[config.mk]
export PLATFORM = sky130hd
export DESIGN_NAME = lsw_stopwatch
export DESIGN_NICKNAME = d
export VERILOG_FILES = /design/src/lsw_pkg.sv /design/src/lsw_tick_gen.sv /design/src/lsw_stopwatch.sv
export VERILOG_INCLUDE_DIRS = /design/src
export SDC_FILE = /design/constraint.sdc
export NUM_CORES = 1
export LEC_CHECK = 0
export BUFFER_PORTS_ARGS = -buffer_cell sky130_fd_sc_hd__buf_2
export CAP_MARGIN = 10
export CORE_MARGIN = 5
export CORE_UTILIZATION = 40
export CTS_CLUSTER_DIAMETER = 40
export CTS_CLUSTER_SIZE = 10
export DETAILED_ROUTE_END_ITERATION = 10
export SYNTH_ARGS = -nofsm -noshare
export SYNTH_HDL_FRONTEND = slang
export SYNTH_SLANG_ARGS = --single-unit
[constraint.sdc]
create_clock -name clk_sys -period 2.6 [get_ports clk_sys]
set_clock_uncertainty 0.05 [all_clocks]
set_input_delay 0.39 -clock clk_sys [delete_from_list [all_inputs] [get_ports clk_sys]]
set_output_delay 0.39 -clock clk_sys [all_outputs]
set_load 0.1 [all_outputs]
[src/lsw_defines.svh]
// constants for the lap stopwatch block: tick periods, widths, unit codes
// assumes a 200 MHz system clock
`ifndef LSW_DEFINES_SVH
`define LSW_DEFINES_SVH

`define LSW_CLK_PERIOD_NS   5
`define LSW_TICK_MS         10
`define LSW_TICK_CYCLES     ((`LSW_TICK_MS * 1000000) / `LSW_CLK_PERIOD_NS)
`define LSW_TIME_W          16
`define LSW_DIV_W           32
`define LSW_HSEC_PER_SEC    100
`define LSW_HSEC_PER_MIN    6000
`define LSW_HSEC_PER_HOUR   360000
`define LSW_UNIT_HOURS      2'h0
`define LSW_UNIT_MINUTES    2'h1
`define LSW_UNIT_SECONDS    2'h2
`define LSW_UNIT_HSEC       2'h3

`endif

[src/lsw_pkg.sv]
// types shared by the lap stopwatch block
// assumes lsw_defines.svh is on the include path
`default_nettype none
`include "lsw_defines.svh"

package lsw_pkg;
    typedef logic [1:0] lsw_unit_type;
    typedef logic [`LSW_TIME_W-1:0] lsw_time_type;
    // the three control inputs that other program blocks drive
    typedef struct packed {
        logic enable;
        logic lap;
        logic clear;
    } lsw_ctrl_type;
    typedef enum logic [1:0] {LSW_IDLE, LSW_RUN, LSW_HOLD} lsw_state_type;
endpackage

`default_nettype wire

[src/lsw_tick_gen.sv]
// hundredth-second tick and unit prescaler for the lap stopwatch
// assumes clk_sys at 200 MHz; TICK_CYCLES may be shortened in simulation
`timescale 1ns/100ps
`default_nettype none
`include "lsw_defines.svh"

module lsw_tick_gen
    import lsw_pkg::*;
#(
    parameter int unsigned TICK_CYCLES = `LSW_TICK_CYCLES
) (
    input  wire logic         clk_sys,
    input  wire logic         rst_b,
    input  wire logic         restart,
    input  wire logic         running,
    input  wire lsw_unit_type unitSel,
    output logic              unitTick
);
    logic [`LSW_DIV_W-1:0] cycleCount;
    logic [`LSW_DIV_W-1:0] hsecCount;
    logic [`LSW_DIV_W-1:0] hsecLimit;
    wire                   hsecTick;
    wire                   hsecWrap;

    // restart aligns the prescalers so a fresh run starts from a full unit
    assign hsecTick = running && (cycleCount == TICK_CYCLES[`LSW_DIV_W-1:0] - 32'h1);
    assign hsecWrap = hsecTick && (hsecCount == hsecLimit - 32'h1);
    assign unitTick = hsecWrap;

    // hundredths per unit of the chosen time base
    always_comb begin
        case (unitSel)
            `LSW_UNIT_HOURS:   hsecLimit = `LSW_HSEC_PER_HOUR;
            `LSW_UNIT_MINUTES: hsecLimit = `LSW_HSEC_PER_MIN;
            `LSW_UNIT_SECONDS: hsecLimit = `LSW_HSEC_PER_SEC;
            default:           hsecLimit = 32'h1;    // RULE_10
        endcase
    end

    // prescalers freeze while stopped; the restart on each enable rise clears them, so no partial unit outlasts a pause
    always_ff @(posedge clk_sys or negedge rst_b) begin
        if (!rst_b) begin
            cycleCount <= '0;
            hsecCount  <= '0;
        end else if (restart) begin
            cycleCount <= '0;
            hsecCount  <= '0;
        end else if (running) begin
            cycleCount <= hsecTick ? '0 : cycleCount + 32'h1;
            if (hsecTick) begin
                hsecCount <= hsecWrap ? '0 : hsecCount + 32'h1;
            end
        end
    end
endmodule

`default_nettype wire

[src/lsw_stopwatch.sv]
// lap stopwatch: elapsed time with lap capture on a 16-bit result
// assumes synchronous control inputs from other program blocks
//
// Functional notes
// [RULE_01] enable rising clears elapsed time and result, then counting starts
// [RULE_02] enable falling freezes the elapsed time at its present value
// [RULE_03] lap rising captures elapsed time as lap time and shows it
// [RULE_04] enable and lap high: counting continues, result shows lap time
// [RULE_05] lap falling returns the result to the running elapsed time
// [RULE_06] enable high, lap low: result follows running elapsed time
// [RULE_07] enable low, lap high: result shows the stored lap time
// [RULE_08] both low: result shows last elapsed value before stopping
// [RULE_09] reset input clears both elapsed time and lap time
// [RULE_10] time base hours, minutes, seconds or hundredths; finest is 10 ms
// [RULE_11] reset input overrides enable and lap every tick it is high
`timescale 1ns/100ps
`default_nettype none
`include "lsw_defines.svh"

module lsw_stopwatch
    import lsw_pkg::*;
#(
    parameter int unsigned TICK_CYCLES = `LSW_TICK_CYCLES
) (
    input  wire logic         clk_sys,
    input  wire logic         rst_b,
    input  wire lsw_ctrl_type ctrl,
    input  wire lsw_unit_type unitSel,
    output lsw_time_type      timeResultOutput,
    output logic              counting
);
    lsw_ctrl_type  ctrlLast;
    lsw_time_type  elapsed;
    lsw_time_type  lapTime;
    lsw_state_type state;
    lsw_state_type next_state;
    lsw_time_type  next_result;
    wire           enRise;
    wire           enFall;
    wire           lapRise;
    wire           unitTick;
    wire           showLap;

    // edge detection against the previous program tick
    assign enRise  = ctrl.enable && !ctrlLast.enable;
    assign enFall  = !ctrl.enable && ctrlLast.enable;
    assign lapRise = ctrl.lap && !ctrlLast.lap;
    assign showLap = ctrl.lap;                        // RULE_07

    lsw_tick_gen #(
        .TICK_CYCLES (TICK_CYCLES)
    ) u_tick (
        .clk_sys  (clk_sys),
        .rst_b    (rst_b),
        .restart  (ctrl.clear || enRise),
        .running  (state == LSW_RUN),
        .unitSel  (unitSel),
        .unitTick (unitTick)
    );

    // run state follows enable edges; clear drops back to idle
    always_comb begin
        next_state = state;
        case (state)
            LSW_IDLE: if (enRise) next_state = LSW_RUN;      // RULE_01
            LSW_RUN:  if (enFall) next_state = LSW_HOLD;     // RULE_02
            LSW_HOLD: if (enRise) next_state = LSW_RUN;
            default:  next_state = LSW_IDLE;
        endcase
        if (ctrl.clear) begin
            next_state = LSW_IDLE;                           // RULE_11
        end
    end

    // result selection: lap held while lap is high, else elapsed
    always_comb begin
        if (ctrl.clear || enRise) begin
            next_result = '0;                                // RULE_01
        end else if (lapRise) begin
            next_result = elapsed;                           // RULE_03
        end else if (showLap) begin
            next_result = lapTime;                           // RULE_04
        end else begin
            next_result = elapsed;                           // RULE_05 RULE_06 RULE_08
        end
    end

    always_ff @(posedge clk_sys or negedge rst_b) begin
        if (!rst_b) begin
            ctrlLast <= '0;
            state    <= LSW_IDLE;
        end else begin
            ctrlLast <= ctrl;
            state    <= next_state;
        end
    end

    // elapsed counter wraps at full scale; a long run in hundredths overflows
    always_ff @(posedge clk_sys or negedge rst_b) begin
        if (!rst_b) begin
            elapsed <= '0;
        end else if (ctrl.clear) begin
            elapsed <= '0;                                   // RULE_09 RULE_11
        end else if (enRise) begin
            elapsed <= '0;                                   // RULE_01
        end else if (state == LSW_RUN && unitTick) begin
            elapsed <= elapsed + 16'h1;                      // RULE_10
        end
    end

    always_ff @(posedge clk_sys or negedge rst_b) begin
        if (!rst_b) begin
            lapTime <= '0;
        end else if (ctrl.clear) begin
            lapTime <= '0;                                   // RULE_09
        end else if (lapRise) begin
            lapTime <= elapsed;                              // RULE_03
        end
    end

    always_ff @(posedge clk_sys or negedge rst_b) begin
        if (!rst_b) begin
            timeResultOutput <= '0;
            counting         <= 1'b0;
        end else begin
            timeResultOutput <= next_result;
            counting         <= (next_state == LSW_RUN);
        end
    end
endmodule

`default_nettype wire

==> results.txt, run 1 <==
----------------------------------------------------
[Critical path]
  Crit-path max FO ... 17
  Largest stage delay, worst path ... 630 ps
  Register-to-register setup slack ... 130 ps
  Cell-by-cell listing of the critical path ... nor4b_4 -> nand4_1 -> or4_4 -> nor3_2 -> nand2b_1 -> buf_4 -> nor2_1
  CP endpoint kind ... register
  Type of the setup path with the least slack ... reg -> reg
  Crit path required time ... 2840 ps
  Data arrival time at the worst-slack endpoint ... 2720 ps
  Number of buffer and inverter stages on the critical path ... 1
  Cell with the largest stage delay on the worst path ... sky130_fd_sc_hd__or4_4
  Delay-heaviest family, CP ... simple AND/OR/NAND/NOR gates
  Startpoint type of the worst setup path ... register

[Placed design]
  Number of input and output port buffers inserted ... 23
  Placed inst area ... 6638 um^2
  DP Wirelength ... 9511 um
  Routability congestion estimate ... 0.8376

[STA]
  Final number of setup-violating endpoints ... 0
  Slew headroom ... 56.79%
  Final Hold Vio Count ... 0
  Worst Max-Slew Pin Slew ... 648.2 ps
  Slew Viols, Final ... 0
  Fmax ... 404.4 MHz
  Unrepaired setup endpoints after global routing ... no
  Final critical delay including setup and external delays ... 2473 ps
  Final period utilization ... 95.10%

[Finish]
  Number of antenna repair diodes ... 0
  Most used cells in the layout excluding fill and tap cells ... sky130_fd_sc_hd__dfrtp_1, sky130_fd_sc_hd__nand2_1, sky130_fd_sc_hd__nor2_1
  Synth-to-layout area growth ... 21.32%
  Final net count ... 730
  Most common library cell in the layout ignoring fill and taps ... sky130_fd_sc_hd__dfrtp_1
  Post-layout util ... 49.79%
  Proportion of layout cells with a drive suffix above 1 ... 16.37%
  Area of all placed cells without fillers ... 7291 um^2

[Floorplan]
  Core Footprint ... 14,640 um^2
  Initial Util ... 41.04%
  Overall die width ... 132.6 um
  Chip Height ... 132.6 um
  Number of placement rows ... 44
  I/O pin cnt ... 24
  Full die area ... 17,570 um^2

[Route]
  WL final ... 14,080 um
  Routed Antenna Nets ... 0
  Via count of the routed design ... 4,949
  Routed wire length per instance ... 15.45 um
  Violation count after the first detailed-routing iteration ... 400
  Routed via count divided by cell count ... 5.432
  First-pass iteration count of the detailed router ... 4
  Number of remaining DRC errors ... 0

[Min path]
  Tightest Hold Check Type ... in -> reg

[Power]
  Power density over the cells ... 597.2 nW/um^2
  Peak ir drop on the vdd network ... 448.5 uV
  Final total power ... 4354 uW
  Total leakage power ... 0.003011 uW

[Clock tree]
  TritonCTS Sinks ... 117
  Post-CTS clock slew at the launch and capture registers of the worst setup and hold paths ... 50 ps
  H-Tree Level Count ... 4
  Root Driver ... sky130_fd_sc_hd__clkbuf_16
  Clock insertion delay at the later pin of the skew report ... 420 ps
  Clock tree buffer depth ... 2
  Num CTS Buffers ... 17
  Clock tree from TritonCTS ... built

[Flow run]
  Max Cap Violations ... 0

[Global route]
  Number of global-route vias before repair ... 4,841
  Global router's overall resource usage ... 16.78%
  Wire length of the first global-routing pass ... 24,120 um
  Residual overflow from global routing ... 0
  Number of antenna violations at the first check in global routing ... 0
  Maximum number of pins on one net before global-route repair ... 38

[Logic synthesis]
  Cell count after synthesis ... 650
  Post-Syn Area per Cell ... 9.245 um^2
  Mapped Area ... 6010 um^2
  Commonest register cell after synthesis ... sky130_fd_sc_hd__dfrtp_1
  Async set-or-reset flop fraction in the synthesized netlist ... 100.0%
  Synth Net Count ... 666
  Post-synthesis sequential element count ... 117
  EDFF count, synth ... 0
  Sequential cell area fraction in the yosys report ... 48.72%
  YS warnings ... 0
  Number of distinct library cells after synthesis ... 49

[Status]
  Result of the run ... completed

----------------------------------------------------
-- where the power goes --
| group | switching [uW] | leakage (uW) | internal (uW) | total, uW |
|---|---|---|---|---|
| clock | 849 | 0.000270 | 1460 | 2300 |
| combinational | 146 | 0.00111 | 61.6 | 207 |
| sequential | 11.0 | 0.00163 | 1830 | 1840 |
| total | 1010 | 0.00301 | 3350 | 4350 |
-- metrics by stage --
| step | setup TNS [ps] | worst slack [ps] | std cells | hold WS [ps] |
|---|---|---|---|---|
| after floorplan | 0 | 124.0 | 650 | 44.41 |
| after global placement | -949.3 | -74.76 | 877 | 340.3 |
| after detailed placement | -2620 | -121.7 | 877 | 345.8 |
| after CTS | 0 | 49.95 | 910 | 64.21 |
| after global routing | 0 | 25.30 | 911 | 62.98 |
| final | 0 | 127.4 | 911 | 79.06 |
-- Yosys cell counts, types with 15 or more instances --
cell type,count,share of area (%)
sky130_fd_sc_hd__nor2_1,72,4.5
sky130_fd_sc_hd__nand3_1,31,2.6
sky130_fd_sc_hd__inv_1,19,1.2
sky130_fd_sc_hd__and3_1,16,1.7
sky130_fd_sc_hd__xor2_1,26,3.8
sky130_fd_sc_hd__a21oi_1,53,4.4
sky130_fd_sc_hd__dfrtp_1,117,49
sky130_fd_sc_hd__nand2_1,88,5.5
sky130_fd_sc_hd__clkbuf_1,18,1.1
sky130_fd_sc_hd__xnor2_1,37,5.4
sky130_fd_sc_hd__o21ai_0,15,1.2
sky130_fd_sc_hd__nand4_1,20,2.1
-- state kept, by name, indices dropped and copies added, names as in the netlist --
signal / count
state: 2
counting: 1
elapsed: 16
lapTime: 16
ctrlLast: 2
timeResultOutput: 16
u_tick.hsecCount: 32
u_tick.cycleCount: 32
-- what timing repair did --
action	4_1_cts	5_1_grt
cloned	0	1
pin swaps	0	4
endpoints found under the setup margin	5	16
endpoints found under the hold margin	33	0
hold buffers	1	0
gates resized for setup	1	11
setup buffers	0	0
-- worst register-to-register path: stages (launching register included) --
cell and delay [ps]:
sky130_fd_sc_hd__dfrtp_1 450, sky130_fd_sc_hd__nor4b_4 300, sky130_fd_sc_hd__nand4_1 230, sky130_fd_sc_hd__or4_4 630, sky130_fd_sc_hd__nor3_2 210, sky130_fd_sc_hd__nand2b_1 160, sky130_fd_sc_hd__buf_4 240, sky130_fd_sc_hd__nor2_1 80
-- final timing paths --
path / depth (start not counted) / from / to
worst max register to register: 7 / u_tick.cycleCount[27] / u_tick.hsecCount[31]
min in group asynchronous: 2 / rst_b / u_tick.cycleCount[12]
max in group asynchronous: 3 / rst_b / u_tick.hsecCount[5]
worst max-delay path: 7 / u_tick.cycleCount[27] / u_tick.hsecCount[31]
worst min-delay path: 1 / ctrl[1] / ctrlLast[1]
worst min register to register: 2 / lapTime[11] / lapTime[11]
-- layer usage --
metal	global-route usage (%)	wire (um)
met1	23.14	6706
met2	25.75	6500
met3	3.607	587
met4	6.928	283
met5	0	0
-- final cells by class --
type,count,area [um^2]
clock buffers,20,456.7
clock inverters,12,128.9
fillers,1338,7353
inverters,19,71.32
multi-input cells,487,2949
flip-flops and latches,117,2928
well taps,184,230.2
repair buffers,72,526.8
-- logic make-up (layout without fill, tap and decap cells) --
group / after synthesis / after routing / synth area share (%)
AOI/OAI and AO/OA: 99 / 99 / 9.765
adders and majority gates: 9 / 9 / 1.874
muxes: 2 / 2 / 0.3331
buffers and inverters: 46 / 123 / 3.019
DFF: 117 / 117 / 48.72
xor gates and xnor gates: 63 / 63 / 9.182
and+or+nand+nor: 314 / 314 / 27.11
No activity file was read; power rests on OpenSTA's default activity.
==> run 2: changes to the inputs <==
Clock period 2.6 ns to 3.1 ns, I/O delays scaled along.
==> run 2 against run 1 <==
  * Design area shrank 4.9%
  * Core utilization is 2.5 points lower
  * First-iteration DRC count shrank 8.3%
  * Die area did not move
  * Fmax is 11% lower
  * Critical endpoint is now u_tick.hsecCount[28]
  * Critical path depth is 1 lower
==> results.txt, run 2 (synthesis results as in run 1) <==
----------------------------------------------------
[STA]
  Final critical delay including setup and external delays ... 2792 ps
  Final number of setup-violating endpoints ... 0
  Fmax ... 358.1 MHz
  Unrepaired setup endpoints after global routing ... no
  Final Hold Vio Count ... 0
  Final period utilization ... 90.07%
  Final setup margin ... 307.8 ps
  Total Negative Setup Slacks ... 0 ps
  Slew headroom ... 55.60%
  Worst Max-Slew Pin Slew ... 666.1 ps
  Slew Viols, Final ... 0

[Critical path]
  Largest stage delay, worst path ... 670 ps
  CP endpoint kind ... register
  Reg-to-reg critical path startpoint ... u_tick.cycleCount[21]
  Cell-by-cell listing of the critical path ... nor4_1 -> nand4_1 -> or3_1 -> a2111oi_0 -> xnor2_1 -> nor2_1
  Data arrival time at the worst-slack endpoint ... 3030 ps
  Crit path required time ... 3340 ps
  Cell with the largest stage delay on the worst path ... sky130_fd_sc_hd__a2111oi_0
  Endpoint of the worst-slack reg-to-reg timing path ... u_tick.hsecCount[28]
  Startpoint type of the worst setup path ... register
  Register-to-register setup slack ... 310 ps
  Type of the setup path with the least slack ... reg -> reg
  Cell count of the worst reg-to-reg path ... 6
  Crit-path max FO ... 16

[Finish]
  Final net count ... 700
  Number of antenna repair diodes ... 0
  Most common library cell in the layout ignoring fill and taps ... sky130_fd_sc_hd__dfrtp_1
  Fillers ... 1,371
  Leading registers by flop count ... u_tick.cycleCount (32), u_tick.hsecCount (32)
  Proportion of layout cells with a drive suffix above 1 ... 11.76%
  Area of all placed cells without fillers ... 6932 um^2
  Post-layout util ... 47.33%
  Synth-to-layout area growth ... 15.34%
  Most used cells in the layout excluding fill and tap cells ... sky130_fd_sc_hd__dfrtp_1, sky130_fd_sc_hd__nand2_1, sky130_fd_sc_hd__nor2_1

[Power]
  Internal power ... 2637 uW
  Relative contribution of combinational cells to total power ... 4.5%
  Total leakage power ... 0.002814 uW
  Final total power ... 3467 uW
  Power density over the cells ... 500.2 nW/um^2
  Share of total power in the clock network ... 51.0%
  Net switching power figure ... 830.1 uW
  Share of total power in sequential cells ... 44.6%
  Peak ir drop on the vdd network ... 327.8 uV
  Switching part of the total power ... 23.94%

[Floorplan]
  I/O pin cnt ... 24
  Overall die width ... 132.6 um
  Core Footprint ... 14,640 um^2
  Chip Height ... 132.6 um
  Full die area ... 17,570 um^2
  Initial Util ... 41.04%
  Number of placement rows ... 44

[Global route]
  Maximum number of pins on one net before global-route repair ... 50
  Number of antenna violations at the first check in global routing ... 0
  Number of global-route vias before repair ... 4,727
  Wire length of the first global-routing pass ... 23,630 um
  Global router's overall resource usage ... 16.37%
  Residual overflow from global routing ... 0

[Route]
  Number of remaining DRC errors ... 0
  Via count of the routed design ... 4,807
  Routed wire length per instance ... 15.60 um
  Violation count after the first detailed-routing iteration ... 367
  Routed via count divided by cell count ... 5.456
  WL final ... 13,750 um
  First-pass iteration count of the detailed router ... 5
  Routed Antenna Nets ... 0

[Clock tree]
  Root Driver ... sky130_fd_sc_hd__clkbuf_16
  Hold buffer count at CTS ... 0
  Post-CTS clock slew at the launch and capture registers of the worst setup and hold paths ... 60 ps
  H-Tree Level Count ... 4
  Post-CTS setup repair buffer count ... 0
  Clock tree buffer depth ... 2
  Number of cells upsized or downsized after cts ... 0
  TritonCTS Sinks ... 117
  Num CTS Buffers ... 17
  Clock insertion delay at the later pin of the skew report ... 410 ps
  Clock tree from TritonCTS ... built

[Placed design]
  DP Wirelength ... 9224 um
  Placed inst area ... 6390 um^2
  Number of input and output port buffers inserted ... 23
  Routability congestion estimate ... 0.8075
  Worst setup slack after placement ... 134.1 ps

[Min path]
  Tightest Hold Check Type ... in -> async

[Status]
  Result of the run ... completed

[Flow run]
  Max Cap Violations ... 0

----------------------------------------------------
[run 2: changes by cell type in the layout (fill, tap and decap cells not counted), sizes merged, moves of 2 or more]
cell	previous run	this run
clkbuf	20	22
clkinv	3	5
bufinv	2	0
buf	71	42
[run 2: metrics by stage]
step	std cells	hold WS [ps]
3_3_place_gp	849	455.5
4_1_cts	881	34.74
2_1_floorplan	650	119.4
5_1_grt	881	63.35
3_5_place_dp	849	465.3
6_report	881	20.14
[run 2: layout make-up]
class                      instances  area [um^2]  area share (%)
clock buffer                      22        464.2           6.697
clock inverter                    10        77.57           1.119
inverter                          19        71.32           1.029
multi-input combinational        487         2900           41.84
sequential                       117         2928           42.24
tap                              184        230.2           3.321
timing repair buffer              42        260.3           3.755
[run 2: power by group through the flow]
| stage | clock network (uW) | registers [uW] | logic (uW) |
|---|---|---|---|
| 3_5_place_dp | 0 | 1570 | 158 |
| 2_1_floorplan | 0 | 1580 | 79.7 |
| 3_3_place_gp | 0 | 1570 | 154 |
| 4_1_cts | 1810 | 1540 | 159 |
| 5_1_grt | 1880 | 1540 | 177 |
| 6_report | 1770 | 1540 | 156 |
[run 2: layer usage]
layer,routed length (um),global-route usage [%],part of all wire [%]
met3,589,3.948,4.3
met5,0,0,0
met1,6720,22.92,49
met4,108,5.254,0.79
met2,6327,25.10,46
[run 2: worst max path at each step]
| stage | startpoint | to | slack [ps] | cells after the start |
|---|---|---|---|---|
| 3_3_place_gp | unitSel[0] | elapsed[14] | 250 | 8 |
| 3_5_place_dp | unitSel[1] | elapsed[14] | 130 | 9 |
| 6_report | u_tick.cycleCount[21] | u_tick.hsecCount[28] | 310 | 6 |
| 4_1_cts | u_tick.cycleCount[7] | elapsed[14] | 310 | 6 |
| 2_1_floorplan | unitSel[1] | elapsed[14] | 550 | 8 |
| 5_1_grt | u_tick.cycleCount[21] | u_tick.hsecCount[31] | 70 | 6 |
[run 2: worst max-delay path, delay by kind of cell, from the launching register on]
kind | cells | cell delay (ps)
simple gates | 4 | 1320
flops | 1 | 440
xor+xnor | 1 | 180
compound gates | 1 | 670
==> run 3: changes to the inputs <==
Settings changed: ABC_AREA set to 1, CELL_PAD_IN_SITES_DETAIL_PLACEMENT set to 1, CELL_PAD_IN_SITES_GLOBAL_PLACEMENT set to 2, CORE_UTILIZATION 40 to 38, PLACE_DENSITY_LB_ADDON set to 0.1.
==> run 3 against run 2 <==
  * Final cell count up 61%
  * Global-route usage up 6.6 points
  * Count of clock-buffer cells in the layout down 4
  * Combinational power up 88%
  * Worst hold slack better by 100 ps
  * Wire length up 77%
  * Core utilization down 3.9 points
  * Critical endpoint is now u_tick.cycleCount[1]
  * Highest routed layer unchanged
  * Non-clock buffer count down 6
==> results.txt, run 3 <==
----------------------------------------------------
[Global route]
  Wire length of the first global-routing pass ... 40,690 um
  Residual overflow from global routing ... 0
  Maximum number of pins on one net before global-route repair ... 61
  Number of global-route vias before repair ... 7,616
  Global router's overall resource usage ... 22.96%
  Number of antenna violations at the first check in global routing ... 0

[STA]
  Final number of setup-violating endpoints ... 0
  Final setup margin ... 807.3 ps
  Final hold slack ... 121.7 ps
  Slew Viols, Final ... 0
  Fmax ... 436.2 MHz
  Final Hold Vio Count ... 0
  Slew headroom ... 44.14%
  Total Negative Setup Slacks ... 0 ps
  Final period utilization ... 73.96%
  Final critical delay including setup and external delays ... 2293 ps
  Worst Max-Slew Pin Slew ... 836.9 ps
  Unrepaired setup endpoints after global routing ... no

[Critical path]
  Startpoint type of the worst setup path ... register
  Data arrival time at the worst-slack endpoint ... 2550 ps
  Cell with the largest stage delay on the worst path ... sky130_fd_sc_hd__dfrtp_1
  Number of buffer and inverter stages on the critical path ... 2
  CP dominant cell by count ... sky130_fd_sc_hd__nand3_1
  Largest stage delay, worst path ... 390 ps
  Delay-heaviest family, CP ... simple AND/OR/NAND/NOR gates
  CP endpoint kind ... register
  Crit-path max FO ... 12
  Cell-by-cell listing of the critical path ... ha_1 -> inv_1 -> nor2_4 -> nand3_1 -> nor2_1 -> nand3_1 -> nand2_2 -> inv_1 -> nand3_1 -> nand2_1
  Register-to-register setup slack ... 810 ps
  Crit path required time ... 3360 ps
  Type of the setup path with the least slack ... reg -> reg

[Finish]
  Area used by sequential logic in the layout ... 2928 um^2
  Area occupied by multi-input gates ... 3804 um^2
  Number of standard cells in the layout, taps in and fillers out ... 1,422
  Fillers ... 2,543
  Leading registers by flop count ... u_tick.cycleCount (32), u_tick.hsecCount (32)
  Final net count ... 1,160
  Most used cells in the layout excluding fill and tap cells ... sky130_fd_sc_hd__nand2_1, sky130_fd_sc_hd__nor2_1, sky130_fd_sc_hd__inv_1
  Number of antenna repair diodes ... 0
  Synth-to-layout area growth ... 13.45%
  Proportion of layout cells with a drive suffix above 1 ... 6.914%
  Most common library cell in the layout ignoring fill and taps ... sky130_fd_sc_hd__nand2_1

[Route]
  Number of remaining DRC errors ... 0
  Violation count after the first detailed-routing iteration ... 360
  WL final ... 24,330 um
  First-pass iteration count of the detailed router ... 5
  Routed wire length per instance ... 17.11 um
  Routed Antenna Nets ... 0
  Routed via count divided by cell count ... 5.163
  Via count of the routed design ... 7,342

[Clock tree]
  Root Driver ... sky130_fd_sc_hd__clkbuf_16
  Post-CTS clock slew at the launch and capture registers of the worst setup and hold paths ... 60 ps
  Clock tree buffer depth ... 2
  H-Tree Level Count ... 4
  Num CTS Buffers ... 17
  Number of cells upsized or downsized after cts ... 0
  TritonCTS Sinks ... 117
  Clock tree from TritonCTS ... built
  Clock insertion delay at the later pin of the skew report ... 420 ps

[Power]
  Final total power ... 3794 uW
  Peak ir drop on the vdd network ... 298.2 uV
  Total leakage power ... 0.003725 uW
  Power density over the cells ... 451.6 nW/um^2

[Logic synthesis]
  Area share of the largest cell type after synthesis ... 39.54%
  Sequential cell area fraction in the yosys report ... 39.54%
  Synth Net Count ... 1,136
  EDFF count, synth ... 0
  Commonest register cell after synthesis ... sky130_fd_sc_hd__dfrtp_1
  Largest cells by area after synthesis ... sky130_fd_sc_hd__dfrtp_1, sky130_fd_sc_hd__nand2_1, sky130_fd_sc_hd__nor2_1
  Cell count after synthesis ... 1,120
  Async set-or-reset flop fraction in the synthesized netlist ... 100.0%
  Post-Syn Area per Cell ... 6.611 um^2
  Most frequent cell after synthesis ... sky130_fd_sc_hd__nand2_1
  Post-synthesis sequential element count ... 117
  Most frequent cells after synthesis ... sky130_fd_sc_hd__nand2_1, sky130_fd_sc_hd__nor2_1, sky130_fd_sc_hd__inv_1
  Top cell type by total area after synthesis ... sky130_fd_sc_hd__dfrtp_1
  Mapped Area ... 7405 um^2
  YS warnings ... 0
  Number of distinct library cells after synthesis ... 32

[Flow run]
  Max Cap Violations ... 0

[Placed design]
  Routability congestion estimate ... 0.8643
  Placed cell count ... 1,389
  Worst setup slack after placement ... 561.5 ps
  DP Wirelength ... 18,060 um
  Number of input and output port buffers inserted ... 23

[Floorplan]
  I/O pin cnt ... 24
  Chip Height ... 149.6 um
  Overall die width ... 149.6 um
  Initial Util ... 38.30%
  Full die area ... 22,380 um^2
  Core Footprint ... 19,330 um^2
  Number of placement rows ... 51

[Min path]
  Tightest Hold Check Type ... in -> reg

[Status]
  Result of the run ... completed

----------------------------------------------------
## run 3: worst register-to-register path, delay by kind of cell (launching register included)
family	cells	cell delay, ps
fa+ha+maj	1	210
simple gates	7	1100
flops	1	390
buf+inv	2	430
## run 3: logic make-up after synthesis
family                     count (synthesis)  synth area share (%)
AOI/OAI and AO/OA                        109                 7.722
xor gates and xnor gates                  10                 1.183
adders and majority gates                  9                 1.521
buffers and inverters                    169                 9.125
DFF                                      117                 39.54
and+or+nand+nor                          706                 40.91
## run 3: cell type report
cell class,instances,area share (%)
well taps,265,3.947
flip-flops and latches,117,34.85
clock buffers,18,5.109
clock inverters,14,1.713
multi-input cells,834,45.28
inverters,138,6.166
repair buffers,36,2.934
## run 3: layer usage
metal	up-vias	track usage (%)	wire, um
met5	-	0	0
met4	0	5.858	293
met3	17	3.059	706
met2	114	37.38	11310
met1	3562	32.43	12020
li1	3649	-	-
## run 3: power breakdown
part / switching (uW) / total [uW] / internal [uW]
combinational: 235 / 293 / 57.6
sequential: 13.3 / 1560 / 1540
clock: 818 / 1940 / 1130
## run 3: through the flow
stage / instance area, um^2 / util (%)
5_1_grt: 8401 / 43.45
3_3_place_gp: 7818 / 40.43
2_1_floorplan: 7405 / -
6_report: 8401 / 43.45
3_5_place_dp: 7818 / 40.43
4_1_cts: 8401 / 43.45
## run 3: final timing paths
check                                     start                    to  cells after the start
setup / recovery           u_tick.cycleCount[1]  u_tick.cycleCount[1]                     10
hold / removal                          ctrl[1]           ctrlLast[1]                      1
setup reg to reg           u_tick.cycleCount[1]  u_tick.cycleCount[1]                     10
hold reg to reg                      lapTime[2]   timeResultOutput[2]                      2
max in group asynchronous                 rst_b   timeResultOutput[6]                      3
min in group asynchronous                 rst_b   timeResultOutput[2]                      2
## run 3: what timing repair did
item,4_1_cts,5_1_grt
hold endpoints to repair,18,0
setup buffers,0,0
hold buffers,1,0
